File: config.mk
export PLATFORM = sky130hd
export DESIGN_NAME = twu_top
export DESIGN_NICKNAME = d
export VERILOG_FILES = /design/src/hw/twu_sync.v /design/src/hw/twu_shift.v /design/src/hw/twu_top.v
export VERILOG_INCLUDE_DIRS = /design/src /design/src/hw
export SDC_FILE = /design/constraint.sdc
export NUM_CORES = 1
export LEC_CHECK = 0
export BUFFER_PORTS_ARGS = -buffer_cell sky130_fd_sc_hd__buf_2
export CAP_MARGIN = 20
export CORE_ASPECT_RATIO = 0.75
export CORE_UTILIZATION = 45
export CTS_CLUSTER_DIAMETER = 120
export DETAILED_ROUTE_END_ITERATION = 8
export GPL_ROUTABILITY_DRIVEN = 0
export PLACE_DENSITY = 0.67
export SLEW_MARGIN = 20
export SYNTH_ARGS = -nofsm -noshare
export SYNTH_HDL_FRONTEND = slang
export SYNTH_HIERARCHICAL = 1
export SYNTH_SLANG_ARGS = --single-unit
export TNS_END_PERCENT = 20
File: constraint.sdc
create_clock -name clk -period 2.8 [get_ports clk]
set_clock_uncertainty 0.2 [all_clocks]
set_input_delay 0.28 -clock clk [delete_from_list [all_inputs] [get_ports clk]]
set_output_delay 0.28 -clock clk [all_outputs]
set_load 0.02 [all_outputs]
File: src/hw/twu_regs.vh
`ifndef TWU_REGS_VH
`define TWU_REGS_VH
// Register byte offsets
`define TWU_OFF_DATA 8'h00
`define TWU_OFF_STAT 8'h04
`define TWU_OFF_ADDR 8'h08
`define TWU_OFF_CTRL 8'h0c
// control_reg field positions
`define TWU_C_DONE 7
`define TWU_C_ACK 6
`define TWU_C_BEG 5
`define TWU_C_END 4
`define TWU_C_WCOL 3
`define TWU_C_EN 2
`define TWU_C_IRQ 0
// Reset values
`define TWU_DATA_RST 8'hff
`define TWU_ADDR_RST 8'h00
`define TWU_CODE_RST 8'hf8
// Status codes, prescaler bits zero
`define TWU_S_START 8'h08
`define TWU_S_RSTART 8'h10
`define TWU_S_MT_AACK 8'h18
`define TWU_S_MT_ANAK 8'h20
`define TWU_S_MT_DACK 8'h28
`define TWU_S_MT_DNAK 8'h30
`define TWU_S_ARB 8'h38
`define TWU_S_MR_AACK 8'h40
`define TWU_S_MR_ANAK 8'h48
`define TWU_S_MR_DACK 8'h50
`define TWU_S_MR_DNAK 8'h58
`define TWU_S_SR_AACK 8'h60
`define TWU_S_SR_ARB 8'h68
`define TWU_S_SR_GC 8'h70
`define TWU_S_SR_ARBGC 8'h78
`define TWU_S_SR_DACK 8'h80
`define TWU_S_SR_DNAK 8'h88
`define TWU_S_SR_GDACK 8'h90
`define TWU_S_SR_GDNAK 8'h98
`define TWU_S_SR_STOP 8'ha0
// Timing
`define TWU_CLK_PS 5000
`define TWU_SCL_HALF_NS 80
`endif

File: src/hw/twu_sync.v
`timescale 1ns/10ps
`default_nettype none
module twu_sync (
   input  wire       clk,
   input  wire       rstn,
   input  wire [1:0] line_i,
   output wire [1:0] line_s,
   output wire       scl_rise,
   output wire       scl_fall,
   output wire       start_det,
   output wire       stop_det
);
   // Bit 1 is SCL, bit 0 is SDA; an idle bus reads high
   wire [1:0] prev;
   genvar g;
   generate
      for (g = 0; g < 2; g = g + 1)
      begin : g_line
         reg s1_q;
         reg s2_q;
         reg pv_q;
         always @(posedge clk or negedge rstn)
         begin
            if (!rstn)
            begin
               s1_q <= 1'b1;
               s2_q <= 1'b1;
               pv_q <= 1'b1;
            end
            else
            begin
               s1_q <= line_i[g];
               s2_q <= s1_q;
               pv_q <= s2_q;
            end
         end
         assign line_s[g] = s2_q;
         assign prev[g]   = pv_q;
      end
   endgenerate
   assign scl_rise  = line_s[1] & ~prev[1];
   assign scl_fall  = ~line_s[1] & prev[1];
   assign start_det = line_s[1] & prev[1] & prev[0] & ~line_s[0];
   assign stop_det  = line_s[1] & prev[1] & ~prev[0] & line_s[0];
endmodule // twu_sync
`default_nettype wire

File: src/hw/twu_shift.v
`timescale 1ns/10ps
`default_nettype none
module twu_shift (
   input  wire       clk,
   input  wire       rstn,
   input  wire       scl_rise,
   input  wire       scl_fall,
   input  wire       start_det,
   input  wire       sda_s,
   output reg  [7:0] byte_q,
   output reg        nak_q,
   output reg        fall8_q,
   output reg        end9_q
);
   // Watches every byte on the bus, including the ones this unit sends
   reg [3:0] cnt_q;
   always @(posedge clk or negedge rstn)
   begin
      if (!rstn)
      begin
         cnt_q   <= 4'h0;
         byte_q  <= 8'hff;
         nak_q   <= 1'b1;
         fall8_q <= 1'b0;
         end9_q  <= 1'b0;
      end
      else
      begin
         fall8_q <= scl_fall & (cnt_q == 4'h8);
         end9_q  <= scl_fall & (cnt_q == 4'h9);
         if (start_det)
            cnt_q <= 4'h0;
         else if (scl_rise)
         begin
            if (cnt_q == 4'h8)
            begin
               nak_q <= sda_s;
               cnt_q <= 4'h9;
            end
            else
            begin
               byte_q <= {byte_q[6:0], sda_s};
               cnt_q  <= (cnt_q == 4'h9) ? 4'h1 : cnt_q + 4'h1;
            end
         end
      end
   end
endmodule // twu_shift
`default_nettype wire

File: src/hw/twu_top.v
// The implementer's own choices: the APB slave port and the register addresses.
`timescale 1ns/10ps
`default_nettype none
`include "twu_regs.vh"
// Functional notes
// - At 0x08 software loads read address and clears flag; device sends it, samples ack.
// - At 0x10 read address keeps receiving; write address switches to master transmitter.
// - At 0x38 bus released, not-addressed slave; begin bit restarts once bus free.
// - At 0x40 next byte is received; returned ack follows ack_enable_bit.
// - At 0x48 begin gives repeated start, end a stop, both stop then start.
// - At 0x50 byte is readable; next byte received, ack per ack_enable_bit.
// - At 0x58 begin, end or both act as at 0x48; stop clears end bit.
// - Upper seven own_address_reg bits are the address; bit 0 enables general call.
// - When addressed, direction bit 0 selects slave receiver, else slave transmitter; the code only acks an own address with direction bit 0.
// - Own address with write bit sets job_done_flag and a valid status code.
// - Lost arbitration then addressed reports 0x68 own address, 0x78 general call.
// - Cleared ack_enable_bit answers the next received data byte with not-acknowledge.
// - With ack_enable_bit zero own address is ignored but bus is still watched.
// - In deep sleep an address match wakes the part; SCL held until flag cleared.
// - job_done_flag clears by writing one; clearing lets the transfer go on.
// - After deep sleep wake the data register need not hold the last bus byte.
// - A requested start is generated only once the bus is free.
module twu_top (
   input  wire        clk,
   input  wire        rstn,
   input  wire        psel,
   input  wire        penable,
   input  wire        pwrite,
   input  wire [7:0]  paddr,
   input  wire [31:0] pwdata,
   output reg  [31:0] prdata_q,
   output reg         pready_q,
   output reg         pslverr_q,
   input  wire        scl_i,
   output reg         scl_o_q,
   output reg         scl_oe_n_q,
   input  wire        sda_i,
   output reg         sda_o_q,
   output reg         sda_oe_n_q,
   input  wire        sleep_deep,
   output reg         wake_req_q
);
   localparam integer HALF_I = (`TWU_SCL_HALF_NS * 1000) / `TWU_CLK_PS;
   localparam [7:0] HALF = HALF_I[7:0];
   localparam [7:0] QTR  = {1'b0, HALF_I[7:1]};
   localparam [5:0] S_IDLE  = 6'b000001;
   localparam [5:0] S_START = 6'b000010;
   localparam [5:0] S_RSTRT = 6'b000100;
   localparam [5:0] S_BIT   = 6'b001000;
   localparam [5:0] S_STOP  = 6'b010000;
   localparam [5:0] S_HOLD  = 6'b100000;

   wire [1:0] line_s;
   wire       scl_s = line_s[1];
   wire       sda_s = line_s[0];
   wire       scl_rise;
   wire       scl_fall;
   wire       start_det;
   wire       stop_det;
   wire [7:0] rx_byte;
   wire       rx_nak;
   wire       fall8;
   wire       end9;

   twu_sync u_sync (
      .clk       (clk),
      .rstn      (rstn),
      .line_i    ({scl_i, sda_i}),
      .line_s    (line_s),
      .scl_rise  (scl_rise),
      .scl_fall  (scl_fall),
      .start_det (start_det),
      .stop_det  (stop_det)
   );

   twu_shift u_shift (
      .clk       (clk),
      .rstn      (rstn),
      .scl_rise  (scl_rise),
      .scl_fall  (scl_fall),
      .start_det (start_det),
      .sda_s     (sda_s),
      .byte_q    (rx_byte),
      .nak_q     (rx_nak),
      .fall8_q   (fall8),
      .end9_q    (end9)
   );

   // Software-visible state
   reg [7:0] data_q;
   reg [7:0] code_q;
   reg [7:0] own_q;
   reg [1:0] psc_q;
   reg       done_q;
   reg       acken_q;
   reg       beg_q;
   reg       end_q;
   reg       wcol_q;
   reg       en_q;
   reg       irqen_q;
   // Master engine
   reg [5:0] st_q;
   reg [1:0] ph_q;
   reg [7:0] tmr_q;
   reg [3:0] mbit_q;
   reg [7:0] sh_q;
   reg       m_scl_q;
   reg       m_sda_q;
   reg       m_tx_q;
   reg       m_addr_q;
   reg       m_ack_q;
   reg       rep_q;
   reg       own_bus_q;
   reg       arb_q;
   reg       m_evt_q;
   reg       m_ld_q;
   reg       m_stop_q;
   reg [7:0] m_code_q;
   // Slave side
   reg       s_act_q;
   reg       s_gc_q;
   reg       s_sda_q;
   reg       addr_ph_q;
   reg       busy_q;
   reg       s_evt_q;
   reg       s_ld_q;
   reg [7:0] s_code_q;

   wire tmr_zero = (tmr_q == 8'h00);
   wire m_bit    = (mbit_q == 4'h8) ? (m_tx_q ? 1'b0 : acken_q) : (m_tx_q & ~sh_q[7]);
   wire lost     = scl_rise & ~m_sda_q & ~sda_s & (m_tx_q ? (mbit_q != 4'h8) : (mbit_q == 4'h8));
   wire match_gc = (rx_byte[7:1] == 7'h00) & own_q[0];
   wire match    = (rx_byte[7:1] == own_q[7:1]) | match_gc;
   wire may_ack  = en_q & acken_q & ~rx_byte[0] & match & ~own_bus_q;

   always @(posedge clk or negedge rstn)
   begin
      if (!rstn)
      begin
         st_q      <= S_IDLE;
         ph_q      <= 2'h0;
         tmr_q     <= 8'h00;
         mbit_q    <= 4'h0;
         sh_q      <= 8'h00;
         m_scl_q   <= 1'b0;
         m_sda_q   <= 1'b0;
         m_tx_q    <= 1'b1;
         m_addr_q  <= 1'b0;
         m_ack_q   <= 1'b0;
         rep_q     <= 1'b0;
         own_bus_q <= 1'b0;
         arb_q     <= 1'b0;
         m_evt_q   <= 1'b0;
         m_ld_q    <= 1'b0;
         m_stop_q  <= 1'b0;
         m_code_q  <= `TWU_CODE_RST;
      end
      else
      begin
         m_evt_q  <= 1'b0;
         m_ld_q   <= 1'b0;
         m_stop_q <= 1'b0;
         if (!tmr_zero)
            tmr_q <= tmr_q - 8'h01;
         if (end9)
            arb_q <= 1'b0;
         case (st_q)
            S_IDLE:
            begin
               m_scl_q <= 1'b0;
               m_sda_q <= 1'b0;
               ph_q    <= 2'h0;
               if (en_q && beg_q && !done_q && !busy_q && !s_act_q)
                  st_q <= S_START;
            end
            S_START:
            begin
               if (ph_q == 2'h0)
               begin
                  m_sda_q   <= 1'b1;
                  own_bus_q <= 1'b1;
                  tmr_q     <= HALF;
                  ph_q      <= 2'h1;
               end
               else if (tmr_zero)
               begin
                  m_scl_q  <= 1'b1;
                  m_code_q <= rep_q ? `TWU_S_RSTART : `TWU_S_START;
                  m_evt_q  <= 1'b1;
                  m_addr_q <= 1'b1;
                  m_tx_q   <= 1'b1;
                  st_q     <= S_HOLD;
               end
            end
            S_RSTRT:
            begin
               if (ph_q == 2'h0)
               begin
                  m_sda_q <= 1'b0;
                  tmr_q   <= HALF;
                  ph_q    <= 2'h1;
               end
               else if (ph_q == 2'h1 && tmr_zero)
               begin
                  m_scl_q <= 1'b0;
                  ph_q    <= 2'h2;
               end
               else if (ph_q == 2'h2)
               begin
                  // Waits out any stretching by the slave
                  if (!scl_s)
                     tmr_q <= HALF;
                  else if (tmr_zero)
                  begin
                     rep_q <= 1'b1;
                     ph_q  <= 2'h0;
                     st_q  <= S_START;
                  end
               end
            end
            S_BIT:
            begin
               if (ph_q == 2'h0 && tmr_zero)
               begin
                  m_sda_q <= m_bit;
                  tmr_q   <= HALF;
                  ph_q    <= 2'h1;
               end
               else if (ph_q == 2'h1 && tmr_zero)
               begin
                  m_scl_q <= 1'b0;
                  ph_q    <= 2'h2;
               end
               else if (ph_q == 2'h2)
               begin
                  if (lost)
                  begin
                     arb_q     <= 1'b1;
                     own_bus_q <= 1'b0;
                     m_sda_q   <= 1'b0;
                     st_q      <= S_IDLE;
                  end
                  else if (!scl_s)
                     tmr_q <= HALF;
                  else
                  begin
                     if (scl_rise && mbit_q == 4'h8)
                        m_ack_q <= ~sda_s;
                     if (tmr_zero)
                     begin
                        m_scl_q <= 1'b1;
                        tmr_q   <= QTR;
                        ph_q    <= 2'h0;
                        sh_q    <= {sh_q[6:0], 1'b0};
                        mbit_q  <= mbit_q + 4'h1;
                        if (mbit_q == 4'h8)
                        begin
                           mbit_q   <= 4'h0;
                           m_sda_q  <= 1'b0;
                           m_evt_q  <= 1'b1;
                           m_addr_q <= 1'b0;
                           st_q     <= S_HOLD;
                           if (m_addr_q)
                           begin
                              m_tx_q <= ~data_q[0];
                              if (data_q[0])
                                 m_code_q <= m_ack_q ? `TWU_S_MR_AACK : `TWU_S_MR_ANAK;
                              else
                                 m_code_q <= m_ack_q ? `TWU_S_MT_AACK : `TWU_S_MT_ANAK;
                           end
                           else if (m_tx_q)
                              m_code_q <= m_ack_q ? `TWU_S_MT_DACK : `TWU_S_MT_DNAK;
                           else
                           begin
                              m_code_q <= m_sda_q ? `TWU_S_MR_DACK : `TWU_S_MR_DNAK;
                              m_ld_q   <= 1'b1;
                           end
                        end
                     end
                  end
               end
            end
            S_HOLD:
            begin
               // Flag lands one cycle after the event pulse
               if (!done_q && !m_evt_q)
               begin
                  ph_q <= 2'h0;
                  if (end_q)
                     st_q <= S_STOP;
                  else if (beg_q)
                     st_q <= S_RSTRT;
                  else
                  begin
                     sh_q   <= data_q;
                     mbit_q <= 4'h0;
                     st_q   <= S_BIT;
                  end
               end
            end
            S_STOP:
            begin
               if (ph_q == 2'h0 && tmr_zero)
               begin
                  m_sda_q <= 1'b1;
                  tmr_q   <= HALF;
                  ph_q    <= 2'h1;
               end
               else if (ph_q == 2'h1 && tmr_zero)
               begin
                  m_scl_q <= 1'b0;
                  ph_q    <= 2'h2;
               end
               else if (ph_q == 2'h2)
               begin
                  if (!scl_s)
                     tmr_q <= HALF;
                  else if (tmr_zero)
                  begin
                     m_sda_q <= 1'b0;
                     tmr_q   <= HALF;
                     ph_q    <= 2'h3;
                  end
               end
               else if (ph_q == 2'h3 && tmr_zero)
               begin
                  // A begin bit still set gives the start after this stop
                  own_bus_q <= 1'b0;
                  rep_q     <= 1'b0;
                  m_stop_q  <= 1'b1;
                  st_q      <= S_IDLE;
               end
            end
            default:
               st_q <= S_IDLE;
         endcase
      end
   end

   always @(posedge clk or negedge rstn)
   begin
      if (!rstn)
      begin
         s_act_q    <= 1'b0;
         s_gc_q     <= 1'b0;
         s_sda_q    <= 1'b0;
         addr_ph_q  <= 1'b0;
         busy_q     <= 1'b0;
         s_evt_q    <= 1'b0;
         s_ld_q     <= 1'b0;
         s_code_q   <= `TWU_CODE_RST;
         wake_req_q <= 1'b0;
      end
      else
      begin
         s_evt_q <= 1'b0;
         s_ld_q  <= 1'b0;
         if (start_det)
         begin
            busy_q    <= 1'b1;
            addr_ph_q <= 1'b1;
         end
         if (stop_det)
         begin
            busy_q  <= 1'b0;
            s_act_q <= 1'b0;
            if (s_act_q)
            begin
               s_code_q <= `TWU_S_SR_STOP;
               s_evt_q  <= 1'b1;
            end
         end
         if (fall8)
            s_sda_q <= addr_ph_q ? may_ack : (s_act_q & acken_q);
         if (end9)
         begin
            s_sda_q   <= 1'b0;
            addr_ph_q <= 1'b0;
            if (addr_ph_q && s_sda_q)
            begin
               s_act_q <= 1'b1;
               s_gc_q  <= rx_byte[7:1] == 7'h00;
               s_evt_q <= 1'b1;
               if (rx_byte[7:1] == 7'h00)
                  s_code_q <= arb_q ? `TWU_S_SR_ARBGC : `TWU_S_SR_GC;
               else
                  s_code_q <= arb_q ? `TWU_S_SR_ARB : `TWU_S_SR_AACK;
               if (sleep_deep)
                  wake_req_q <= 1'b1;
            end
            else if (arb_q)
            begin
               s_code_q <= `TWU_S_ARB;
               s_evt_q  <= 1'b1;
            end
            else if (s_act_q && !addr_ph_q)
            begin
               s_evt_q <= 1'b1;
               s_ld_q  <= ~sleep_deep;
               if (!s_sda_q)
                  s_act_q <= 1'b0;
               if (s_gc_q)
                  s_code_q <= s_sda_q ? `TWU_S_SR_GDACK : `TWU_S_SR_GDNAK;
               else
                  s_code_q <= s_sda_q ? `TWU_S_SR_DACK : `TWU_S_SR_DNAK;
            end
         end
         if (!sleep_deep)
            wake_req_q <= 1'b0;
      end
   end

   // APB: one wait state, read data and error latched with pready
   wire       acc    = psel & penable;
   wire       wr_go  = acc & pready_q & pwrite;
   wire       hit    = (paddr == `TWU_OFF_DATA) | (paddr == `TWU_OFF_STAT) |
                       (paddr == `TWU_OFF_ADDR) | (paddr == `TWU_OFF_CTRL);
   reg  [7:0] rd_v;
   always @*
   begin
      case (paddr)
         `TWU_OFF_DATA: rd_v = data_q;
         `TWU_OFF_STAT: rd_v = {code_q[7:3], 1'b0, psc_q};
         `TWU_OFF_ADDR: rd_v = own_q;
         `TWU_OFF_CTRL: rd_v = {done_q, acken_q, beg_q, end_q, wcol_q, en_q, 1'b0, irqen_q};
         default:       rd_v = 8'h00;
      endcase
   end

   always @(posedge clk or negedge rstn)
   begin
      if (!rstn)
      begin
         pready_q  <= 1'b0;
         pslverr_q <= 1'b0;
         prdata_q  <= 32'h00000000;
         data_q    <= `TWU_DATA_RST;
         code_q    <= `TWU_CODE_RST;
         own_q     <= `TWU_ADDR_RST;
         psc_q     <= 2'h0;
         done_q    <= 1'b0;
         acken_q   <= 1'b0;
         beg_q     <= 1'b0;
         end_q     <= 1'b0;
         wcol_q    <= 1'b0;
         en_q      <= 1'b0;
         irqen_q   <= 1'b0;
      end
      else
      begin
         pready_q <= acc & ~pready_q;
         if (acc && !pready_q)
         begin
            prdata_q  <= {24'h000000, rd_v};
            pslverr_q <= ~hit;
         end
         if (m_ld_q || s_ld_q)
            data_q <= rx_byte;
         if (m_stop_q)
            end_q <= 1'b0;
         if (wr_go)
         begin
            case (paddr)
               `TWU_OFF_DATA:
               begin
                  // Data may only change while the unit is parked
                  if (done_q)
                  begin
                     data_q <= pwdata[7:0];
                     wcol_q <= 1'b0;
                  end
                  else
                     wcol_q <= 1'b1;
               end
               `TWU_OFF_STAT: psc_q <= pwdata[1:0];
               `TWU_OFF_ADDR: own_q <= pwdata[7:0];
               `TWU_OFF_CTRL:
               begin
                  acken_q <= pwdata[`TWU_C_ACK];
                  beg_q   <= pwdata[`TWU_C_BEG];
                  end_q   <= pwdata[`TWU_C_END];
                  en_q    <= pwdata[`TWU_C_EN];
                  irqen_q <= pwdata[`TWU_C_IRQ];
                  if (pwdata[`TWU_C_DONE])
                     done_q <= 1'b0;
               end
               default: psc_q <= psc_q;
            endcase
         end
         // A new event beats a clear in the same cycle
         if (m_evt_q || s_evt_q)
         begin
            done_q <= 1'b1;
            code_q <= m_evt_q ? m_code_q : s_code_q;
         end
      end
   end

   // Open-drain pins: enable low pulls the wire low
   always @(posedge clk or negedge rstn)
   begin
      if (!rstn)
      begin
         scl_o_q    <= 1'b0;
         sda_o_q    <= 1'b0;
         scl_oe_n_q <= 1'b1;
         sda_oe_n_q <= 1'b1;
      end
      else
      begin
         scl_o_q    <= 1'b0;
         sda_o_q    <= 1'b0;
         scl_oe_n_q <= ~(m_scl_q | (s_act_q & done_q));
         sda_oe_n_q <= ~(m_sda_q | s_sda_q);
      end
   end
endmodule // twu_top
`default_nettype wire

==> results.sh <==
export IMPL_use_met3=0.0786
export IMPL_internal_power_uw=4410
export IMPL_fmax_ghz=0.362
export IMPL_n_antenna_cell=0
export IMPL_drive_gt1_frac=0.287
export IMPL_setup_viol=0
export IMPL_finalMaxSlewViolations=0
export IMPL_hold_viol=0
export IMPL_grt_max_degree=48
export IMPL_start_kind="flop"
export IMPL_outcome="finished, final reports clean"
export IMPL_worst_slew_pin_slew_ps=665
export IMPL_drv_max_cap_violation_count=0
export IMPL_dpl_hpwl_um=12700
export IMPL_gr_total_overflow=0
export IMPL_via_per_inst=5.69
export IMPL_cts_tree="built"
export IMPL_crit_path_end_kind="flop"
export IMPL_r2r_cells=8
export IMPL_syn_area_per_cell_um2=9.83
export IMPL_dieArea_um2=15200
export IMPL_fin_tns_setup_ps=0
export IMPL_syn_area_um2=6620
export IMPL_globalRoute_busiestLayer="met2"
export IMPL_holdPathStages=4
export IMPL_hold_worst_slack_ps=149
export IMPL_place_area_um2=7160
export IMPL_min_delay_start="penable"
export IMPL_hold_path_class="primary input to flop"
export IMPL_p_leak_uw=0.00359
export IMPL_first_pass_iters=5
export IMPL_cts_setup_buffers=0
export IMPL_globalRouteMet2Util=0.357
export IMPL_layout_setup_ws_ps=40.8
export IMPL_rows=37
export IMPL_max_slew_margin=0.553
export IMPL_finalWirelength_um=17500
export IMPL_grt_pass1_vias=5345
export IMPL_grt_pass1_wl_um=28300
export IMPL_coreArea_um2=14000
export IMPL_rsz0062_at_grt="true"
export IMPL_period_needed_ps=2760
export IMPL_root_buffer="clkbuf_16"
export IMPL_worstPathRequired_ps=2900
export IMPL_p_switching_uw=2370
export IMPL_antenna_found_initial=0
export IMPL_port_buffers=36
export IMPL_worst_setup_path_type="flop to flop"
export IMPL_vias=5461
export IMPL_drc=0
export IMPL_clk_path_buf_depth=2
export IMPL_die_w_um=142
export IMPL_nets=805
export IMPL_cts_buffers=17
export IMPL_vdd_drop_max_mv=0.660
export IMPL_crit_fanout=10
export IMPL_yosysWarnings=6
export IMPL_drt_iter0_drc=527
export IMPL_grt_usage=0.246
export IMPL_p_clk_frac=0.324
export IMPL_timing_rr_start="tmr_q[0]"
export IMPL_die_height_um=107
export IMPL_ant_nets=0
export IMPL_p_per_area_nw_per_um2=854
export IMPL_fin_area_um2=7940
export IMPL_worstPathArrival_ps=2860
export IMPL_clk_latency_ps=420
export IMPL_r2r_end="m_addr_q"
export IMPL_wire_per_inst_um=18.2
export IMPL_seq_power_share=0.374
export IMPL_switching_share=0.350
export IMPL_final_util=0.566
export IMPL_syn_to_final_growth_pct=20.0
export IMPL_clkTransAtPathRegs_ps=60
export IMPL_start_util=0.472
export IMPL_place_ws_ps=-211
export IMPL_use_met1=0.352
export IMPL_hold_end="pready_q"
export IMPL_period_share=0.985
export IMPL_cts_sinks=119
export IMPL_syn_inst=673
export IMPL_rrSetupSlack_ps=40
export IMPL_num_io_pins=87
export IMPL_htreeDepth=4
export IMPL_p_comb_frac=0.302
## metrics by stage
stage,total power (µW),std cells
2_1_floorplan,3780,698
3_3_place_gp,4410,915
3_5_place_dp,4480,915
4_1_cts,6730,959
5_1_grt,7120,959
6_report,6780,959
## power groups by stage
stage	Combinational (µW)	Sequential, µW	Clock (µW)
after detailed placement	1930	2540	0
final	2050	2540	2200
after global routing	2230	2580	2300
after floorplan	1410	2370	0
after global placement	1890	2520	0
after CTS	1980	2520	2220
## metal layers
layer / vias up / wire length [µm]
met2: 229 / 7640
met1: 2665 / 8040
li1: 2541 / -
met3: 26 / 1590
met5: - / 0
met4: 0 / 215
## placed cells by master, fill, tap and decap left out, drive strengths merged, types with 6 or more instances in the layout
cell type and instances:
buf 87, dfrtp 78, nor2 60, nand2 52
a21oi 48, o21ai 43, dfstp 41, inv 31
mux2 28, conb 26, mux2i 25, clkbuf 17
nand3 15, nor2b 13, nor3 13, dlygate4sd3 12
nand4 11, nor4 9, nand2b 9, o31ai 8
xnor2 7, xor2 7, and2 7, a211oi 6
o211ai 6, mux4 6, ha 6
## worst max-delay path, stage by stage, from the launching register on
cell     delay [ps]
dfrtp_1         380
inv_1            80
ha_1            160
or3b_4          420
nor2_8          140
inv_2            40
or4b_4          530
a211o_4         410
mux2_2          290
## registers in the layout, indices dropped and copies added, names as in the netlist, 5 cells and up
name / flops
data_q: 8
st_q: 6
tmr_q: 8
prdata_q: 8
own_q: 8
u_shift/byte_q: 8
s_code_q: 5
m_code_q: 5
sh_q: 8
code_q: 5
## what timing repair did
action | 4_1_cts | 5_1_grt
gates resized for setup | 6 | 9
endpoints found under the setup margin | 10 | 17
pin swaps | 0 | 2
hold endpoints to repair | 61 | 0
hold buffers | 12 | 0
## worst max path at each step
stage	slack (ps)	startpoint	to
floorplan	2	tmr_q[0]	m_code_q[5]
global placement	-60	st_q[3]	mbit_q[2]
detailed placement	-210	tmr_q[0]	mbit_q[2]
CTS	20	tmr_q[0]	m_addr_q
global route	-30	tmr_q[0]	m_addr_q
finish	40	tmr_q[0]	m_addr_q
## layout make-up
cell class / count / area, µm²
Fill cell: 1207 / 6090
Multi-Input combinational cell: 489 / 3280
Sequential cell: 119 / 3030
Timing Repair Buffer: 99 / 698
Clock buffer: 17 / 425
Tap cell: 195 / 244
Clock inverter: 15 / 169
Inverter: 25 / 93.8
Note: power is estimated with default switching activity, not from simulation.
